[src/shared/ddc_map.vh]
// Constants for the dual DAC serial command decoder.
// Assumes inclusion by bare name from any design file.
`ifndef DDC_MAP_VH
`define DDC_MAP_VH
// -----------------------------------------------------------------
// Word layout
// -----------------------------------------------------------------
`define DDC_WORD_BITS 16
`define DDC_CMD_HI 15
`define DDC_CMD_LO 12
`define DDC_VAL_HI 11
`define DDC_VAL_LO 2
`define DDC_SUB_HI 1
`define DDC_SUB_LO 0
// Channel select field inside the value field
`define DDC_SEL_HI 4
`define DDC_SEL_LO 2
// -----------------------------------------------------------------
// Command codes
// -----------------------------------------------------------------
`define DDC_CMD_DIR_A 4'h0
`define DDC_CMD_DIR_B 4'h1
`define DDC_CMD_IN_A 4'h4
`define DDC_CMD_IN_B 4'h5
`define DDC_CMD_UPD_A 4'h8
`define DDC_CMD_UPD_B 4'h9
`define DDC_CMD_DIR_AB 4'hC
`define DDC_CMD_IN_AB 4'hD
`define DDC_CMD_UPD_AB 4'hE
`define DDC_CMD_PWR 4'hF
// Channel select codes for the power command
`define DDC_SEL_A 3'h0
`define DDC_SEL_B 3'h1
`define DDC_SEL_AB 3'h4
// -----------------------------------------------------------------
// Power states (sub_select_bits encoding)
// -----------------------------------------------------------------
`define DDC_PWR_ON 2'h0
`define DDC_PWR_FLOAT 2'h1
`define DDC_PWR_1K 2'h2
`define DDC_PWR_100K 2'h3
// Reset values
`define DDC_VAL_RST 10'h000
// Bit count at which a cut frame is still kept
`define DDC_KEEP_BITS 5'h0F
`endif

[src/verilog/ddc_decoder.v]
// Dual DAC serial command decoder top.
// Assumes the host drives cs_n, sclk, sdi asynchronously to clk.
`timescale 1ns/1ns
`include "ddc_map.vh"
module ddc_decoder #(
   parameter WORD_BITS = 16,
   parameter VAL_BITS = 10
) (
   // Clock and reset
   input wire clk,
   input wire rst,
   // Serial link
   input wire cs_n,
   input wire sclk,
   input wire sdi,
   // Channel outputs
   output reg [VAL_BITS-1:0] channel_a_output,
   output reg [VAL_BITS-1:0] channel_b_output,
   output reg [1:0] channel_a_power,
   output reg [1:0] channel_b_power,
   // Status
   output reg [VAL_BITS-1:0] input_a_value,
   output reg [VAL_BITS-1:0] input_b_value,
   output reg word_seen
);
   // -----------------------------------------------------------------
   // Link input conditioning
   // -----------------------------------------------------------------
   wire cs_n_f;
   wire sclk_f;
   wire sdi_f;
   wire [WORD_BITS-1:0] word;
   wire word_vld;
   ddc_sync #(.RST_VAL(1'b1)) u_sync_cs (
      .clk(clk),
      .rst(rst),
      .din(cs_n),
      .dout_q(cs_n_f)
   );
   ddc_sync #(.RST_VAL(1'b0)) u_sync_sclk (
      .clk(clk),
      .rst(rst),
      .din(sclk),
      .dout_q(sclk_f)
   );
   ddc_sync #(.RST_VAL(1'b0)) u_sync_sdi (
      .clk(clk),
      .rst(rst),
      .din(sdi),
      .dout_q(sdi_f)
   );
   // -----------------------------------------------------------------
   // Shift register
   // -----------------------------------------------------------------
   ddc_shift #(.WORD_BITS(WORD_BITS)) u_shift (
      .clk(clk),
      .rst(rst),
      .cs_n(cs_n_f),
      .sclk(sclk_f),
      .sdi(sdi_f),
      .word_q(word),
      .word_vld_q(word_vld)
   );
   // -----------------------------------------------------------------
   // Field split
   // -----------------------------------------------------------------
   wire [3:0] cmd = word[`DDC_CMD_HI:`DDC_CMD_LO];
   wire [VAL_BITS-1:0] val = word[`DDC_VAL_HI:`DDC_VAL_LO];
   wire [1:0] sub = word[`DDC_SUB_HI:`DDC_SUB_LO];
   wire [2:0] sel = word[`DDC_SEL_HI:`DDC_SEL_LO];
   // -----------------------------------------------------------------
   // Command execution
   // -----------------------------------------------------------------
   always @(posedge clk or posedge rst) begin
      if (rst) begin
         input_a_value <= `DDC_VAL_RST;
         input_b_value <= `DDC_VAL_RST;
         channel_a_output <= `DDC_VAL_RST;
         channel_b_output <= `DDC_VAL_RST;
         channel_a_power <= `DDC_PWR_100K;
         channel_b_power <= `DDC_PWR_100K;
         word_seen <= 1'b0;
      end else begin
         word_seen <= word_vld;
         if (word_vld) begin
            case (cmd)
               `DDC_CMD_DIR_A: begin
                  channel_a_output <= val;
               end
               `DDC_CMD_DIR_B: begin
                  channel_b_output <= val;
               end
               `DDC_CMD_IN_A: begin
                  input_a_value <= val;
               end
               `DDC_CMD_IN_B: begin
                  input_b_value <= val;
               end
               `DDC_CMD_UPD_A: begin
                  channel_a_output <= input_a_value;
               end
               `DDC_CMD_UPD_B: begin
                  channel_b_output <= input_b_value;
               end
               `DDC_CMD_DIR_AB: begin
                  channel_a_output <= val;
                  channel_b_output <= val;
               end
               `DDC_CMD_IN_AB: begin
                  input_a_value <= val;
                  input_b_value <= val;
               end
               `DDC_CMD_UPD_AB: begin
                  channel_a_output <= input_a_value;
                  channel_b_output <= input_b_value;
               end
               `DDC_CMD_PWR: begin
                  case (sel)
                     `DDC_SEL_A: begin
                        channel_a_power <= sub;
                     end
                     `DDC_SEL_B: begin
                        channel_b_power <= sub;
                     end
                     `DDC_SEL_AB: begin
                        channel_a_power <= sub;
                        channel_b_power <= sub;
                     end
                     default: begin
                        channel_a_power <= channel_a_power;
                     end
                  endcase
               end
               default: begin
                  word_seen <= 1'b1;
               end
            endcase
         end
      end
   end
endmodule // ddc_decoder

[src/verilog/ddc_sync.v]
// Three-stage synchroniser with two-stage agreement filter.
// Assumes an asynchronous input and the block clock.
`timescale 1ns/1ns
module ddc_sync #(
   parameter RST_VAL = 1'b0
) (
   // Clock and reset
   input wire clk,
   input wire rst,
   // Raw and filtered level
   input wire din,
   output reg dout_q
);
   reg s1_q;
   reg s2_q;
   reg s3_q;
   // Chain; first stage feeds only the second
   always @(posedge clk or posedge rst) begin
      if (rst) begin
         s1_q <= RST_VAL;
         s2_q <= RST_VAL;
         s3_q <= RST_VAL;
         dout_q <= RST_VAL;
      end else begin
         s1_q <= din;
         s2_q <= s1_q;
         s3_q <= s2_q;
         if (s2_q == s3_q) begin
            dout_q <= s3_q; // Change counts once stages agree
         end
      end
   end
endmodule // ddc_sync

[src/verilog/ddc_shift.v]
// Serial shift register framed by chip select.
// Assumes synchronised, filtered link levels on the block clock.
`timescale 1ns/1ns
`include "ddc_map.vh"
module ddc_shift #(
   parameter WORD_BITS = 16
) (
   // Clock and reset
   input wire clk,
   input wire rst,
   // Filtered link levels
   input wire cs_n,
   input wire sclk,
   input wire sdi,
   // Word out
   output reg [WORD_BITS-1:0] word_q,
   output reg word_vld_q
);
   reg sclk_d1_q;
   reg cs_n_d1_q;
   reg [4:0] cnt_q;
   reg [WORD_BITS-1:0] sh_q;
   reg done_q;
   wire fall = sclk_d1_q & ~sclk;
   wire cs_rise = ~cs_n_d1_q & cs_n;
   // Shift on falling serial clock, emit after 16 bits
   always @(posedge clk or posedge rst) begin
      if (rst) begin
         sclk_d1_q <= 1'b0;
         cs_n_d1_q <= 1'b1;
         cnt_q <= 5'h00;
         sh_q <= {WORD_BITS{1'b0}};
         word_q <= {WORD_BITS{1'b0}};
         word_vld_q <= 1'b0;
         done_q <= 1'b0;
      end else begin
         sclk_d1_q <= sclk;
         cs_n_d1_q <= cs_n;
         word_vld_q <= 1'b0;
         if (cs_n) begin
            cnt_q <= 5'h00;
            done_q <= 1'b0;
         end else if (fall && !done_q) begin
            sh_q <= {sh_q[WORD_BITS-2:0], sdi};
            cnt_q <= cnt_q + 5'h01;
            if (cnt_q == WORD_BITS - 1) begin
               word_q <= {sh_q[WORD_BITS-2:0], sdi};
               word_vld_q <= 1'b1;
               done_q <= 1'b1;
            end
         end
         if (cs_rise && !done_q && cnt_q == `DDC_KEEP_BITS) begin
            // Sixteenth edge lost to the rising select: keep the 15 clocks held
            word_q <= {sh_q[WORD_BITS-2:0], sdi};
            word_vld_q <= 1'b1;
         end
      end
   end
endmodule // ddc_shift

[config.mk]
export PLATFORM = sky130hd
export DESIGN_NAME = ddc_decoder
export DESIGN_NICKNAME = d
export VERILOG_FILES = /design/src/verilog/ddc_decoder.v /design/src/verilog/ddc_sync.v /design/src/verilog/ddc_shift.v
export VERILOG_INCLUDE_DIRS = /design/src /design/src/shared
export SDC_FILE = /design/constraint.sdc
export NUM_CORES = 1
export LEC_CHECK = 0
export BUFFER_PORTS_ARGS = -buffer_cell sky130_fd_sc_hd__buf_4
export CORE_ASPECT_RATIO = 0.7
export CORE_UTILIZATION = 51
export CTS_CLUSTER_SIZE = 10
export DETAILED_ROUTE_END_ITERATION = 16
export GPL_TIMING_DRIVEN = 0
export PLACE_DENSITY = 0.74
export SYNTH_ARGS = -nofsm -noshare
export SYNTH_HDL_FRONTEND = slang
export SYNTH_SLANG_ARGS = --single-unit
[constraint.sdc]
create_clock -name clk -period 3.1 [get_ports clk]
set_input_delay 0.465 -clock clk [delete_from_list [all_inputs] [get_ports clk]]
set_output_delay 0.465 -clock clk [all_outputs]
set_load 0.02 [all_outputs]
==> impl_metrics.tcl, run 1 <==
set metrics [dict create \
    status "finished, final reports clean" \
    critPathRequiredTime_ns 3.34 \
    drtPass1Iterations 4 \
    synth_most_common_cell "dfrtp_1" \
    fin_crit_sh 0.729 \
    vias 2255 \
    timing.fmax_mhz 443 \
    fin_tns_setup_ns 0 \
    h-tree-depth 3 \
    routedWlPerCell_microns 16.0 \
    slew_headroom 0.552 \
    worstSetupStartpointType "flip-flop" \
    tritoncts "yes" \
    arrival_ns 2.50 \
    hold_slack_ns 0.110 \
    setup_viol 0 \
    fin_cells 436 \
    grt_pass1_vias 2209 \
    place.gp.congestion 0.733 \
    peakVddDrop_mv 0.409 \
    synth_common_cells "dfrtp_1, mux2_2, mux2i_1" \
    drive_gt1_frac 0.414 \
    ios 50 \
    portBuffers 49 \
    yosys.area.top_type "dfrtp_1" \
    num_rows 26 \
    clkSinkCount 97 \
    pre_cts_ws_ns 0.867 \
    synth_cells 272 \
    power.density_mw_per_mm2 514 \
    cts_resized 0 \
    multi_input_area_sq_mm 0.00139 \
    finalHoldViolCount 0 \
    met2WireLength_microns 3120 \
    yosysSeqAreaShare 0.623 \
    drtIter0Drc 86 \
    async_flop_share 1.00 \
    synth_cell_types 34 \
    postCtsSetupBuffers 0 \
    r2r_cells 7 \
    fp.dieW_microns 107 \
    path_clk_slew_ns 0.09 \
    area_delta_synth_final_pct 18.7 \
    antenna_cells 0 \
    worstMarginPinSlew_ns 0.672 \
    hold_path.class "in2async" \
    antenna_found_initial 0 \
    track_usage 0.196 \
    grt_pass1_wl_microns 11500 \
    routed_wl_microns 6960 \
    hpwl_microns 4770 \
    synth_area_leaders "dfrtp_1, mux2_2, dfstp_2, mux2i_1, mux2_4" \
    leakagePower_nw 2.35 \
    fill_cells 583 \
    dpl.cell_count 420 \
    fin_nets 341 \
    final_max_slew_viol_count 0 \
    ys_warn_count 0 \
    p_total_mw 2.39 \
    avgViaCountPerCell 5.17 \
    synth_edf_count 0 \
    critPathKind "reg2reg" \
    cap_violations 0 \
    clock_skew_ns 0.00874 \
    ctsHoldBuffers 0 \
    regArea_sq_mm 0.00244 \
    topRoutingLayerUsed "met4" \
    root_buffer "clkbuf_8" \
    critPathMaxFanout 10 \
    synthDominantCellAreaShare 0.563 \
    cts_buffer_depth 2 \
    initial_core_util 0.532 \
    setup_ws_ns 0.841 \
    die-area_sq_mm 0.00803 \
    wl_met1_microns 3430 \
    synth_flop_cell "dfrtp_1" \
    wl_met3_microns 343 \
    cp-end-kind "flip-flop" \
    avgSynthCellArea_sq_um 14.4 \
    rsz0062_at_grt "no" \
    drcViolationCount 0 \
    syn-cell-area_sq_mm 0.00391 \
    r2r_slack_ns 0.84 \
    grt_max_degree 66 \
    core-area_sq_mm 0.00735 \
    ys_ff_latch 97 \
    syn-num-nets 280 \
    insertion_delay_ns 0.36 \
    cts_buffers 9 \
    min_period_ns 2.26 \
    antenna_left 0 \
    overflow 0 \
    die_h_microns 75.3 \
]
## worst max-delay path, cell delays in order (launching register included)
cell and delay [ns]:
dfrtp_1 0.42, ha_1 0.22, and3_1 0.21, ha_1 0.22
and4bb_2 0.26, a21oi_4 0.27, buf_6 0.23, mux2_4 0.31
## final timing paths
path | from | to
worst max-delay path | u_shift.cnt_q[0] | u_shift.word_q[6]
worst min-delay path | rst | u_sync_sclk.s1_q
worst max register to register | u_shift.cnt_q[0] | u_shift.word_q[6]
worst min register to register | u_sync_cs.s1_q | u_sync_cs.s2_q
max in group asynchronous | rst | input_b_value[7]
min in group clk | cs_n | u_sync_cs.s1_q
## kinds of logic after synthesis
| family | Yosys count | synth area share |
|---|---|---|
| adders and majority gates | 6 | 0.0173 |
| xor gates and xnor gates | 5 | 0.0112 |
| muxes | 76 | 0.222 |
| and+or+nand+nor | 47 | 0.0678 |
| AOI/OAI and AO/OA | 26 | 0.0374 |
| DFF | 97 | 0.623 |
| buffers and inverters | 15 | 0.0211 |
## routing by layer
metal,vias up,GRT usage
met5,-,0
met4,0,0.0715
met3,8,0.0494
met2,54,0.301
met1,1123,0.275
li1,1070,-
## layout make-up
type / count / share of cell area
clock buffer: 11 / 0.0283
buffer: 13 / 0.0162
tap: 98 / 0.0264
multi-input combinational: 160 / 0.299
timing repair buffer: 50 / 0.0851
clock inverter: 5 / 0.0175
inverter: 2 / 0.00216
sequential: 97 / 0.525
## state kept, by name, indices dropped and copies added (netlist names), 2 cells and up
register / cells
u_shift.word_q: 16
channel_b_output: 10
u_shift.sh_q: 15
channel_a_output: 10
input_a_value: 10
input_b_value: 10
channel_b_power: 2
u_shift.cnt_q: 5
channel_a_power: 2
## power by group
group / total (mW) / switching (mW) / internal, mW
logic: 0.127 / 0.0570 / 0.0698
clock network: 0.872 / 0.415 / 0.457
registers: 1.39 / 0.0492 / 1.34
total: 2.39 / 0.521 / 1.86
## stage by stage
step / cell area [sq um] / utilization
5_1_grt: 4640 / 0.632
4_1_cts: 4640 / 0.632
6_report: 4640 / 0.632
2_1_floorplan: 3910 / -
3_5_place_dp: 4430 / 0.603
3_3_place_gp: 4400 / 0.599
## layout by cell type, fill, tap and decap left out, types with 2 or more instances in the layout
cell | synthesis | routed
buf_2 | 3 | 3
clkbuf_1 | 6 | 8
nand2_1 | 12 | 12
o21ai_0 | 12 | 12
ha_1 | 3 | 3
clkbuf_8 | 0 | 9
and3b_1 | 2 | 2
dfrtp_1 | 88 | 88
buf_6 | 2 | 2
xnor2_1 | 2 | 2
dfstp_2 | 9 | 9
nor4b_1 | 2 | 2
nor2b_1 | 3 | 3
bufinv_16 | 0 | 2
a21oi_1 | 11 | 11
maj3_1 | 3 | 3
nor2_1 | 18 | 18
mux2i_1 | 21 | 21
mux2_4 | 10 | 10
xor2_1 | 3 | 3
mux2_2 | 45 | 45
buf_4 | 2 | 51
Power figures use the tool's default switching activity.
==> run 2, diff against run 1 <==
--- a/config.mk
+++ b/config.mk
@@ -8,11 +8,11 @@
 export LEC_CHECK = 0
 export BUFFER_PORTS_ARGS = -buffer_cell sky130_fd_sc_hd__buf_4
 export CORE_ASPECT_RATIO = 0.7
-export CORE_UTILIZATION = 51
+export CORE_UTILIZATION = 57
 export CTS_CLUSTER_SIZE = 10
 export DETAILED_ROUTE_END_ITERATION = 16
 export GPL_TIMING_DRIVEN = 0
-export PLACE_DENSITY = 0.74
+export PLACE_DENSITY = 0.79
 export SYNTH_ARGS = -nofsm -noshare
 export SYNTH_HDL_FRONTEND = slang
 export SYNTH_SLANG_ARGS = --single-unit
==> constraint.sdc (replaced) <==
create_clock -name clk -period 2.35 [get_ports clk]
set_input_delay 0.3525 -clock clk [delete_from_list [all_inputs] [get_ports clk]]
set_output_delay 0.3525 -clock clk [all_outputs]
set_load 0.02 [all_outputs]
==> run 2 against run 1 <==
Count of clock-buffer cells in the layout unchanged. Hold slack got worse by 0.10 ns. Wire length up 2.2%. Critical path depth did not move. Critical path type unchanged. Sequential share of layout area barely moved. Critical endpoint is now u_shift.word_q[4]. Non-clock buffer count grew 3. Worst setup slack worse by 0.63 ns. Global-route usage increased by 2.7 points. Combinational power is 35% higher. Via count grew 3.6%. Fmax increased by 5.6%. Flip-flop and latch count unchanged.
==> impl_metrics.tcl, run 2 (synthesized netlist as in run 1, its figures left out) <==
set metrics [dict create \
    clkSinkCount 97 \
    timing.fmax_mhz 467 \
    leakagePower_nw 2.35 \
    num_rows 24 \
    top_register "u_shift.word_q" \
    cts_resized 0 \
    setup_viol 0 \
    core-area_sq_mm 0.00643 \
    final_cell_mix "dfrtp_1, buf_4, mux2_2" \
    rsz0062_at_grt "no" \
    combPwrFrac 0.056 \
    tritoncts "yes" \
    final_common_cell "dfrtp_1" \
    slowest_stage "dfrtp_1" \
    dpl_cell_area_sq_mm 0.00444 \
    power.internal_mw 2.38 \
    grt_max_degree 45 \
    p_sw_uw 695 \
    hpwl_microns 4920 \
    swShare 0.226 \
    drcViolationCount 0 \
    final_max_slew_viol_count 0 \
    grt_pass1_wl_microns 11900 \
    worstMarginPinSlew_ns 0.607 \
    routed_wl_microns 7120 \
    utilization 0.723 \
    fp.dieW_microns 101 \
    finalHoldViolCount 0 \
    cp-end-kind "flip-flop" \
    overflow 0 \
    peakVddDrop_mv 0.548 \
    drtPass1Iterations 4 \
    fin_nets 344 \
    r2r-start "u_shift.cnt_q[0]" \
    critPathKind "reg2reg" \
    crit_path_frequent_cell "ha_1" \
    fin_cells 432 \
    routedWlPerCell_microns 16.5 \
    p_total_mw 3.07 \
    use_met3 0.0790 \
    clockPowerShare 0.348 \
    rr_endpoint "u_shift.word_q[4]" \
    area_delta_synth_final_pct 18.8 \
    r2r_slack_ns 0.21 \
    cts_buffers 9 \
    power.density_mw_per_mm2 661 \
    status "finished, final reports clean" \
    antenna_found_initial 0 \
    r2r_cells 7 \
    path_clk_slew_ns 0.10 \
    fin_tns_setup_ns 0 \
    avgViaCountPerCell 5.41 \
    slew_headroom 0.595 \
    min_period_ns 2.14 \
    drtIter0Drc 64 \
    die_h_microns 71.3 \
    clock_skew_ns 0.0136 \
    stdcell_area_sq_mm 0.00465 \
    crit_chain "ha_1, and3_1, ha_1, and4bb_2, a21oi_4, buf_6, mux2_4" \
    top_regs "u_shift.word_q x16, u_shift.sh_q x15" \
    worstSetupStartpointType "flip-flop" \
    largest_reg_flops 16 \
    insertion_delay_ns 0.37 \
    critPathMaxFanout 10 \
    use_met2 0.343 \
    track_usage 0.223 \
    dpl.cell_count 414 \
    critPathRequiredTime_ns 2.60 \
    cpPeakStageDelay_ns 0.42 \
    initial_core_util 0.609 \
    root_buffer "clkbuf_8" \
    drive_gt1_frac 0.422 \
    cap_violations 0 \
    grt.busiest_layer "met2" \
    arrival_ns 2.39 \
    hold_path.class "in2async" \
    place.gp.congestion 0.742 \
    ios 50 \
    cts_buffer_depth 2 \
    use_met1 0.310 \
    vias 2337 \
    portBuffers 49 \
    antenna_cells 0 \
    die-area_sq_mm 0.00720 \
    fin_crit_sh 0.911 \
    antenna_left 0 \
    h-tree-depth 3 \
    p_seq_frac 0.596 \
    grt_pass1_vias 2345 \
]
run 2: power by group through the flow:
stage / sequential [mW] / combinational, mW / clock [mW]
after global placement: 1.86 / 0.160 / 0
final: 1.83 / 0.172 / 1.07
after CTS: 1.83 / 0.176 / 1.10
after detailed placement: 1.86 / 0.175 / 0
after global routing: 1.85 / 0.192 / 1.16
after floorplan: 1.84 / 0.138 / 0
run 2: worst max-delay path, delay by kind of cell, from the launching register on:
kind | cells | cell delay, ns
mux | 1 | 0.31
compound gates | 1 | 0.17
buf+inv | 1 | 0.21
fa+ha+maj | 2 | 0.44
simple gates | 2 | 0.47
flops | 1 | 0.42
run 2: through the flow:
stage                     hold slack (ns)  setup slack (ns)
after global placement              0.342             0.159
after detailed placement            0.338             0.123
after global routing               0.0287             0.120
final                             0.00855             0.210
after CTS                          0.0123            0.0820
after floorplan                     0.331             0.310
run 2: routing by layer:
layer  up-vias  wire length, microns
met1      1196                  3470
met5         -                     0
met4         0                    59
met3         6                   369
li1       1083                     -
met2        52                  3210
run 2: repair_timing:
action                                  CTS  global route
hold buffers                              0             0
setup buffers                             0             2
endpoints found under the setup margin    0             1
run 2: how the worst max path moves through the flow:
stage / startpoint / to / slack, ns / cells after the start
final: u_shift.cnt_q[0] / u_shift.word_q[4] / 0.21 / 7
after global routing: u_shift.cnt_q[0] / u_shift.word_q[4] / 0.12 / 7
after CTS: u_shift.cnt_q[0] / u_shift.word_q[5] / 0.08 / 7
after detailed placement: u_shift.cnt_q[0] / u_shift.word_q[0] / 0.12 / 7
after global placement: u_shift.cnt_q[0] / u_shift.word_q[15] / 0.16 / 7
after floorplan: u_shift.cnt_q[0] / u_shift.word_q[0] / 0.31 / 7
run 2: final cells by class:
cell class | instances | area [sq um]
Sequential cell | 97 | 2440
Fill cell | 477 | 1780
Multi-Input combinational cell | 160 | 1390
Timing Repair Buffer | 53 | 423
Clock buffer | 11 | 141
Tap cell | 91 | 114
Buffer | 13 | 75.1
Clock inverter | 5 | 55.1
Inverter | 2 | 11.3
